--- config.mk ---
export PLATFORM = sky130hd
export DESIGN_NAME = els_sched
export DESIGN_NICKNAME = d
export VERILOG_FILES = /design/src/verilog/els_pkg.sv /design/src/verilog/els_decode.sv /design/src/verilog/els_sched.sv
export VERILOG_INCLUDE_DIRS = /design/src /design/src/verilog
export SDC_FILE = /design/constraint.sdc
export NUM_CORES = 1
export LEC_CHECK = 0
export BUFFER_PORTS_ARGS = -buffer_cell sky130_fd_sc_hd__buf_4
export CAP_MARGIN = 10
export CORE_MARGIN = 5
export CORE_UTILIZATION = 48
export CTS_CLUSTER_DIAMETER = 30
export DETAILED_ROUTE_END_ITERATION = 6
export PLACE_DENSITY = 0.73
export SKIP_CTS_REPAIR_TIMING = 1
export SYNTH_ARGS = -nofsm -noshare
export SYNTH_HDL_FRONTEND = slang
export SYNTH_SLANG_ARGS = --single-unit
--- constraint.sdc ---
create_clock -name sys_clk -period 2.1 [get_ports sys_clk]
set_input_delay 0.42 -clock sys_clk [delete_from_list [all_inputs] [get_ports sys_clk]]
set_output_delay 0.42 -clock sys_clk [all_outputs]
set_load 0.005 [all_outputs]
--- src/verilog/els_params.svh ---
// Constants for the execution latency and serialization scheduler
`ifndef ELS_PARAMS_SVH
`define ELS_PARAMS_SVH
`define ELS_LAT_ONE        5'h01
`define ELS_LAT_THREE      5'h03
`define ELS_LAT_FOUR       5'h04
`define ELS_LAT_MULT_EXTRA 5'h02
`define ELS_LAT_WIDTH      5
`define ELS_OP_WIDTH       6
`define ELS_REG_CNT_WIDTH  5
`endif

--- src/verilog/els_pkg.sv ---
// Types for the execution latency and serialization scheduler
package els_pkg;
   typedef enum logic [5:0] {
      ELS_OP_STORE, ELS_OP_STORE_MULT, ELS_OP_MUL_WORD, ELS_OP_MUL_IMM,
      ELS_OP_MF_CR, ELS_OP_MF_MSR, ELS_OP_MF_TB, ELS_OP_MF_XER_CR,
      ELS_OP_MF_SPR_LINK, ELS_OP_MF_SPR_OTHER, ELS_OP_MT_CRF_MULTI,
      ELS_OP_MT_CRF_SINGLE, ELS_OP_MT_LINK, ELS_OP_MT_XER, ELS_OP_MT_MSR,
      ELS_OP_MT_SPR_OTHER, ELS_OP_RFI, ELS_OP_SYSTEM_CALL, ELS_OP_SIMPLE_INT,
      ELS_OP_SUB_CARRY, ELS_OP_FPSCR, ELS_OP_FP_PIPED, ELS_OP_FP_NONPIPED,
      ELS_OP_TLB_INVAL, ELS_OP_STORE_COND, ELS_OP_UNKNOWN
   } els_op_t;

   typedef enum logic [2:0] {
      ELS_UNIT_NONE, ELS_UNIT_SINGLE_CYCLE_INT_UNIT_X, ELS_UNIT_MULTI_CYCLE_INT_UNIT_X, ELS_UNIT_LDST,
      ELS_UNIT_FPU, ELS_UNIT_COMPLETION
   } els_unit_t;

   // One flag per serialization class
   typedef struct packed {
      logic dispatch;
      logic execute;
      logic complete;
      logic postdispatch;
      logic string_mult;
      logic non_piped;
   } els_serial_t;

   typedef struct packed {
      els_op_t   op;
      logic [4:0] reg_cnt;
      logic       early_exit;
      logic [4:0] fp_busy_cycles;
   } els_req_t;

   typedef struct packed {
      els_unit_t   unit;
      logic [4:0]  latency;
      logic        variable_lat;
      els_serial_t serial;
      logic        flush_younger;
   } els_sched_t;
endpackage

--- src/verilog/els_decode.sv ---
// Opcode class to unit, latency and serialization decode
`timescale 1ns/1ps
`include "els_params.svh"
module els_decode
   import els_pkg::*;
(
   input  wire els_req_t   req,
   output els_sched_t      sched
);
   // Pure table lookup; the caller registers the result
   always_comb begin
      sched = '0;
      sched.unit = ELS_UNIT_NONE;
      case (req.op)
         ELS_OP_STORE: begin
            sched.unit = ELS_UNIT_LDST;
            sched.latency = `ELS_LAT_THREE;
            sched.serial.execute = 1'b1;
         end
         ELS_OP_STORE_MULT: begin
            sched.unit = ELS_UNIT_LDST;
            sched.latency = 5'(req.reg_cnt + `ELS_LAT_MULT_EXTRA);
            sched.serial.string_mult = 1'b1;
         end
         ELS_OP_MUL_WORD: begin
            sched.unit = ELS_UNIT_MULTI_CYCLE_INT_UNIT_X;
            sched.latency = req.early_exit ? `ELS_LAT_THREE : `ELS_LAT_FOUR;
         end
         ELS_OP_MUL_IMM: begin
            sched.unit = ELS_UNIT_MULTI_CYCLE_INT_UNIT_X;
            sched.latency = `ELS_LAT_THREE;
         end
         ELS_OP_MF_CR, ELS_OP_MF_MSR, ELS_OP_MF_TB, ELS_OP_MF_XER_CR,
         ELS_OP_MF_SPR_LINK, ELS_OP_MF_SPR_OTHER: begin
            sched.unit = ELS_UNIT_MULTI_CYCLE_INT_UNIT_X;
            sched.latency = `ELS_LAT_THREE;
            sched.serial.execute = 1'b1;
         end
         ELS_OP_MT_CRF_MULTI: begin
            sched.unit = ELS_UNIT_MULTI_CYCLE_INT_UNIT_X;
            sched.latency = `ELS_LAT_ONE;
            sched.serial.dispatch = 1'b1;
            sched.serial.execute = 1'b1;
         end
         ELS_OP_MT_CRF_SINGLE: begin
            sched.unit = ELS_UNIT_SINGLE_CYCLE_INT_UNIT_X;
            sched.latency = `ELS_LAT_ONE;
         end
         ELS_OP_MT_LINK: begin
            sched.unit = ELS_UNIT_MULTI_CYCLE_INT_UNIT_X;
            sched.latency = `ELS_LAT_ONE;
            sched.serial.dispatch = 1'b1;
         end
         ELS_OP_MT_XER: begin
            sched.unit = ELS_UNIT_MULTI_CYCLE_INT_UNIT_X;
            sched.latency = `ELS_LAT_ONE;
            sched.serial.complete = 1'b1;
            sched.flush_younger = 1'b1;
         end
         ELS_OP_MT_MSR, ELS_OP_MT_SPR_OTHER: begin
            sched.unit = ELS_UNIT_MULTI_CYCLE_INT_UNIT_X;
            sched.latency = `ELS_LAT_ONE;
            sched.serial.execute = 1'b1;
         end
         ELS_OP_RFI, ELS_OP_SYSTEM_CALL: begin
            sched.unit = ELS_UNIT_COMPLETION;
            sched.serial.postdispatch = 1'b1;
            sched.variable_lat = 1'b1;
         end
         ELS_OP_SIMPLE_INT: begin
            sched.unit = ELS_UNIT_SINGLE_CYCLE_INT_UNIT_X;
            sched.latency = `ELS_LAT_ONE;
         end
         ELS_OP_SUB_CARRY: begin
            sched.unit = ELS_UNIT_SINGLE_CYCLE_INT_UNIT_X;
            sched.latency = `ELS_LAT_ONE;
            sched.serial.execute = 1'b1;
         end
         ELS_OP_FPSCR, ELS_OP_FP_PIPED: begin
            sched.unit = ELS_UNIT_FPU;
            sched.latency = `ELS_LAT_THREE;
         end
         ELS_OP_FP_NONPIPED: begin
            sched.unit = ELS_UNIT_FPU;
            sched.latency = req.fp_busy_cycles;
            sched.serial.non_piped = 1'b1;
         end
         ELS_OP_TLB_INVAL: begin
            sched.unit = ELS_UNIT_LDST;
            sched.variable_lat = 1'b1;
            sched.serial.execute = 1'b1;
         end
         ELS_OP_STORE_COND: begin
            sched.unit = ELS_UNIT_LDST;
            sched.latency = `ELS_LAT_THREE;
            sched.serial.execute = 1'b1;
         end
         default: begin
            sched.unit = ELS_UNIT_NONE;
         end
      endcase
   end
endmodule

--- src/verilog/els_sched.sv ---
// Execution scheduler: issues classified ops and times their results
//
// Contract
// - Scalar stores go to load/store unit, three cycles, execute-serialized.
// - Store multiple/string take register count plus two, string/multiple serialized.
// - Condition, state, time base, exception reads: three cycles, execute-serialized.
// - Special register reads: three cycles, multi-cycle unit, execute-serialized.
// - Zero/multi field condition write: multi-cycle, one cycle, dispatch and execute.
// - Single field condition write: single-cycle unit, one cycle, unserialized.
// - Link/count writes: one cycle multi-cycle unit, dispatch-serialized.
// - Exception register write: one cycle multi-cycle unit, completion-serialized.
// - Exception register write flushes younger in-flight instructions.
// - State and other special writes: one cycle, execute-serialized.
// - Return-from-interrupt and system call go to completion, postdispatch-serialized.
// - Logical, shift, rotate, negate, subtract-from, trap: one cycle, unserialized.
// - Carry-consuming subtracts: one cycle single-cycle unit, execute-serialized.
// - Non-pipelined float waits for float unit empty and blocks later floats.
// - Translation invalidate: load/store unit, variable latency, execute-serialized.
// - Conditional store word: load/store unit, three cycles, execute-serialized.
`timescale 1ns/1ps
`include "els_params.svh"
module els_sched
   import els_pkg::*;
(
   input  wire logic       sys_clk,
   input  wire logic       rst,
   input  wire logic       issue_valid,
   input  wire els_req_t   issue_req,
   output logic            issue_ready,
   input  wire logic       var_done,
   output els_sched_t      issued_sched,
   output logic            issued_pulse,
   output logic            result_valid,
   output els_unit_t       result_unit,
   output logic            flush_younger,
   output logic            fp_busy,
   output logic            unit_busy
);
   typedef enum {ELS_IDLE, ELS_COUNT, ELS_WAIT_VAR} els_state_t;

   els_sched_t  dec;
   els_state_t  state;
   logic [4:0]  remain;
   logic [4:0]  fp_remain;
   logic        take;
   logic        fp_block;
   logic        is_fp;
   logic        int_done;
   logic [2:0]  fp_stage;

   ////////////////////////////////////////////////////////////////
   els_decode u_decode (
      .req   (issue_req),
      .sched (dec)
   );

   assign is_fp       = (dec.unit == ELS_UNIT_FPU);
   assign fp_block    = is_fp && (fp_remain != 5'h00) &&
                        (dec.serial.non_piped || fp_busy);
   // Serialized: one tracked op at a time keeps serialization simple
   assign issue_ready = (state == ELS_IDLE) && !fp_block;
   assign take        = issue_valid && issue_ready;
   // Non-float op ends this cycle: counted latency or far-side done
   assign int_done    = ((state == ELS_COUNT) && (remain == 5'h01)) ||
                        ((state == ELS_WAIT_VAR) && var_done);

   ////////////////////////////////////////////////////////////////
   // latency counted from entry
   always_ff @(posedge sys_clk) begin
      if (rst) begin
         state  <= ELS_IDLE;
         remain <= 5'h00;
      end else begin
         case (state)
            ELS_IDLE: begin
               if (take && dec.variable_lat) begin
                  state <= ELS_WAIT_VAR;
               end else if (take && !is_fp) begin
                  state  <= ELS_COUNT;
                  remain <= dec.latency;
               end
            end
            ELS_COUNT: begin
               remain <= remain - 5'h01;
               if (remain == 5'h01) begin
                  state <= ELS_IDLE;
               end
            end
            ELS_WAIT_VAR: begin
               if (var_done) begin
                  state <= ELS_IDLE;
               end
            end
            default: begin
               state <= ELS_IDLE;
            end
         endcase
      end
   end

   // Float ops pipeline freely; only non-pipelined ones hold the unit
   always_ff @(posedge sys_clk) begin
      if (rst) begin
         fp_remain <= 5'h00;
         fp_busy   <= 1'b0;
      end else if (take && is_fp) begin
         fp_remain <= dec.latency;
         fp_busy   <= dec.serial.non_piped;
      end else if (fp_remain != 5'h00) begin
         fp_remain <= fp_remain - 5'h01;
         if (fp_remain == 5'h01) begin
            fp_busy <= 1'b0;
         end
      end
   end

   // one bit per pipelined float stage
   // A single down-counter would lose the older result when floats overlap
   always_ff @(posedge sys_clk) begin
      if (rst) begin
         fp_stage <= 3'h0;
      end else begin
         fp_stage <= {fp_stage[1:0], take && is_fp && !dec.serial.non_piped};
      end
   end

   // Result strobe and registered issue record
   always_ff @(posedge sys_clk) begin
      if (rst) begin
         issued_sched  <= '0;
         issued_pulse  <= 1'b0;
         result_valid  <= 1'b0;
         result_unit   <= ELS_UNIT_NONE;
         flush_younger <= 1'b0;
      end else begin
         issued_pulse <= take;
         if (take) begin
            issued_sched <= dec;
         end
         flush_younger <= take && dec.flush_younger;
         result_valid  <= int_done || fp_stage[2] || (fp_busy && (fp_remain == 5'h01));
         // Non-float result wins a shared cycle; otherwise the float unit reports
         if (int_done) begin
            result_unit <= issued_sched.unit;
         end else begin
            result_unit <= ELS_UNIT_FPU;
         end
      end
   end

   assign unit_busy = (state != ELS_IDLE);
endmodule

After elaboration in Yosys (flattened, before gate mapping). Cells that the tools add are included.

Register bits after elaboration: 67.

Add/sub/neg operators: 3. Equal/unequal tests: 36. Muxes and demuxes: 24. Bitwise gates (word level): 1. Reductions and logical operators: 41.

Operator list (number): 32-bit 2-to-1 mux (4); 32-bit case mux with 3 select lines (1); 32-bit by 2-bit == test with 1-bit output, second input constant (2); 32-bit logical NOT (2); 6-bit by 5-bit == test with 1-bit output, second input constant (9); 6-bit by 4-bit == test with 1-bit output, second input constant (8); 32-bit by 1-bit == test with 1-bit output, second input constant (1); 32-bit by 3-bit == test with 1-bit output, second input constant (1); 32-bit nonzero test (1); 13-bit OR reduction (2); 5-bit case mux with 5 select lines (1); 6-bit by 3-bit == test with 1-bit output, second input constant (4); 5-bit 2-to-1 mux (4); 3-bit case mux with 5 select lines (1); 6-bit by 2-bit == test with 1-bit output, second input constant (2); 1-bit logical AND (12); 11-bit OR reduction (1); 5-bit by 1-bit == test with 1-bit output, second input constant (2); 1-bit 2-to-1 mux (10); 5-bit case mux with 2 select lines (1); 5-bit by 1-bit subtractor with 5-bit output, second input constant (2); 3-bit OR reduction (3); 2-bit != test, second input constant (4); 8-bit OR reduction (1); other kinds (15) (26).

Depth between registers and ports, before layout.
Depth after elaboration: 13. Depth in mapped cells: 9. Gate-level depth less buffers: 7.

Modules after synthesis. Synthesis repeated with hierarchy kept, for this count alone.

Cells, all modules: 265. Area, all modules: 2257.2 µm².

By module, submodules not included: els_sched (instances 1, cells each 187, area an instance 1729.2 µm²); els_decode (instances 1, cells each 78, area an instance 528.0 µm²).

Worst setup path after synthesis. Ideal clock, no wire load.

Path kind: reg2reg. From: register fp_remain[0]. To: register issued_sched[8] (netlist name). Library setup time: 132 ps. Arrival: 1826 ps. Path slack: 142 ps. Cell stages (with the launch flop): 10. Path through: dfxtp_1 -> inv_1 -> ha_1 -> or4b_1 -> buf_2 -> o21ai_4 -> o21ai_2 -> buf_2 -> nor4_1 -> nor3_1.

Longest elaborated chain between the ends: 6.

RTL lines: from (decl) (line els_sched.sv:44) `logic [4:0] fp_remain;`; from (signal assigned) (line els_sched.sv:107) `fp_remain <= dec.latency;`; from (signal assigned) (line els_sched.sv:110) `fp_remain <= fp_remain - 5'h01;`; 5-bit nonzero test (line els_sched.sv:58) `assign fp_block = is_fp && (fp_remain != 5'h00) &&`; 1-bit logical AND (2 in series) (line els_sched.sv:58); 1-bit logical NOT (line els_sched.sv:61) `assign issue_ready = (state == ELS_IDLE) && !fp_block;`; 1-bit logical AND (line els_sched.sv:61); 1-bit logical AND (line els_sched.sv:62) `assign take = issue_valid && issue_ready;`; to (signal assigned) (line els_sched.sv:130) `issued_sched <= '0;`; to (signal assigned) (line els_sched.sv:138) `issued_sched <= dec;`; to (decl) (line els_sched.sv:31) `output els_sched_t issued_sched,`.

No other way between the ends. A chain may end at the register's enable or synchronous reset.

Worst setup path after layout.
From: register fp_remain[1]. To: output port issue_ready.

Longest elaborated chain between the ends: 5.

RTL lines: 5-bit nonzero test (line els_sched.sv:58); 1-bit logical AND (2 in series) (line els_sched.sv:58); 1-bit logical NOT (line els_sched.sv:61); 1-bit logical AND (line els_sched.sv:61); to (decl) (line els_sched.sv:29) `output logic issue_ready,`.

No other way between the ends.

==> out/metrics.csv <==
metric,value,unit
status,finished clean,
pwr-share-seq,38.2,%
antenna_cells,0,
grt_pass1_wl,8680,um
endpoint_kind,output pin,
grt_pass1_vias,1864,
intPower,1.51,mW
synth_edf_count,0,
setup_viol,0,
final_core_util,64.1,%
final_hold_viol_count,0,
synth_area_leaders,"dfxtp_1 (36%), a21oi_1 (6.6%), nor2_1 (5.0%), nand2_1 (3.5%), nor3_1 (3.2%)",
dp_cells,345,
maxSlewHeadroom,64.3,%
die_w,75.1,um
antenna_left,0,
viasPerCell,5.71,
first_iter_violations,154,
antenna_found_initial,0,
seq_area_frac_synth,36.4,%
cts_made_buffers,5,
ios,46,
crit_fanout,3,
port_buffers,45,
crit_path_start_kind,flop,
p_leak,1.07,nW
drt_first_pass_iters,5,
final_nets,331,
hpwlAfterDp,4010,um
pwr_density_cell,842,mW/mm^2
worstPathArrival,1.68,ns
synth_area_per_cell,7.91,um^2
row_count,23,
htreeDepth,2,
cts.path.max_buffers,2,
routed_wl,5530,um
fin_crit_sh,99.9,%
slew_viol_final,0,
grt-ovfl-total,0,
synth_top_cell_area_share,36.4,%
netlist_area,0.00203,mm^2
fin_skew,0.00688,ns
clk_latency,0.29,ns
yosys.cell_types.count,52,
synth_nets,283,
synth_seq_cells,37,
final_common_cell,buf_4,
cts_num_sinks,37,
switching_share,31.1,%
mostFrequentLayoutCells,"buf_4 (59), dfxtp_1 (35), a21oi_1 (27), nor2_1 (26), nand2_1 (19)",
die_h,75.1,um
synthCells,257,
grt_start_max_net_pins,38,
die_area,0.00564,mm^2
drc,0,
drv_cap,0,
synth_largest_area_cell,dfxtp_1,
track_usage,19.8,%
worst-r2r-setup-slack,0.09,ns
drive_gt1_share,27.5,%
cts_tree,done,
ys_warn_count,0,
combPwrFrac,32.3,%
peakVddDrop,0.298,mV
start_util,50.1,%
instances_no_fill,356,
rsz0062_at_grt,yes,
critical_path_class,flop to output pin,
vias,2031,
min_period,2.10,ns
cts_root_buf,clkbuf_8,
hold_slack,0.381,ns
clkPwrFrac,29.5,%
area_growth,27.9,%
async_reset_ff_share,0,%
holdCritPathClass,primary input to flop,
cp.required,1.68,ns
routedWlPerCell,15.5,um
fmax,477,MHz
clk_pin_slew_worst_paths,0.08,ns
gp_congestion,0.873,
worst_slew_pin_slew,0.522,ns
synth_ff_type,dfxtp_1,
p_switching,682,uW
coreArea,0.00406,mm^2
[power by group through the flow]
stage                     clock network [mW]  registers, mW  logic (mW)
after floorplan                            0          0.830       0.428
after global placement                     0          0.839       0.603
after detailed placement                   0          0.840       0.616
after CTS                              0.650          0.824       0.622
after global routing                   0.688          0.841       0.778
final                                  0.647          0.836       0.708
[flip-flops by register name (all words and copies together), names as in the netlist]
signal / flops
issued_sched: 15
fp_remain: 5
remain: 5
fp_stage: 3
result_unit: 3
state: 2
flush_younger: 1
fp_busy: 1
issued_pulse: 1
result_valid: 1
[synthesized netlist by cell type (2+ instances only)]
cell type and number:
nand2_1 19, nand3b_1 4, o2bb2ai_1 3, ha_1 5, or2_2 3, or4b_1 2
xor2_1 4, nor2_1 27, o22ai_1 2, o21ai_0 6, a21o_1 5, o31ai_1 3
or2_0 2, nand2b_1 7, inv_1 9, nand3_1 11, nor3_1 13, clkbuf_1 11
dfxtp_1 37, nor2b_1 7, nand4_1 2, a221oi_1 2, nor3b_1 2, buf_2 6
a21oi_1 27, o211ai_1 4, a31oi_1 2, xnor2_1 2, and2_1 2, o21a_1 6
[worst max-delay path: stages, from the launching register on]
cell and delay, ns:
dfxtp_2 0.34, inv_2 0.08, ha_4 0.13, or4b_4 0.48
o21ai_4 0.09, nor2_2 0.05, nor2_1 0.10, buf_4 0.11
[area by class of cell]
cell class              instances  area [um^2]
flip-flops and latches         37          743
multi-input cells             193         1200
repair buffers                 59          443
well taps                      50         62.6
inverters                       9         33.8
clock buffers                   6         82.6
fillers                       391         1460
clock inverters                 2         37.5
[cells by family (layout without fill, tap and decap cells)]
group                    after synthesis  after routing  synth area share, %
XOR/XNOR                               6              6                 2.58
flip-flops                            37             37                 36.4
multiplexers                           1              1                0.554
AO/OA/AOI/OAI                         71             71                 23.3
adder cells (fa/ha/maj)                5              5                 3.08
buffers and inverters                 27             76                 5.54
AND/OR/NAND/NOR                      110            110                 28.5
[per-stage QoR]
step	power, mW	setup slack, ns	TNS [ns]	area [um^2]
after global routing	2.31	-0.0437	-0.0437	2600
final	2.19	0.00284	0	2600
after global placement	1.44	0.157	0	2440
after detailed placement	1.46	0.0888	0	2440
after CTS	2.10	-0.117	-0.117	2560
after floorplan	1.26	0.142	0	2030
[per-layer routing]
layer | track usage (%) | wire length [um] | vias to the layer above
li1 | - | - | 1016
met4 | 6.72 | 84 | 0
met5 | 0 | 0 | -
met3 | 4.27 | 271 | 10
met1 | 27.1 | 2490 | 952
met2 | 30.9 | 2680 | 53
[worst paths after layout]
path,startpoint,to,cells past startpoint
min,issue_req[16],issued_sched[5],2
max reg2reg,fp_remain[1],issued_sched[3],8
min reg2reg,fp_stage[0],fp_stage[1],1
max,fp_remain[1],issue_ready,7
No activity file was read; power rests on OpenSTA's default activity.
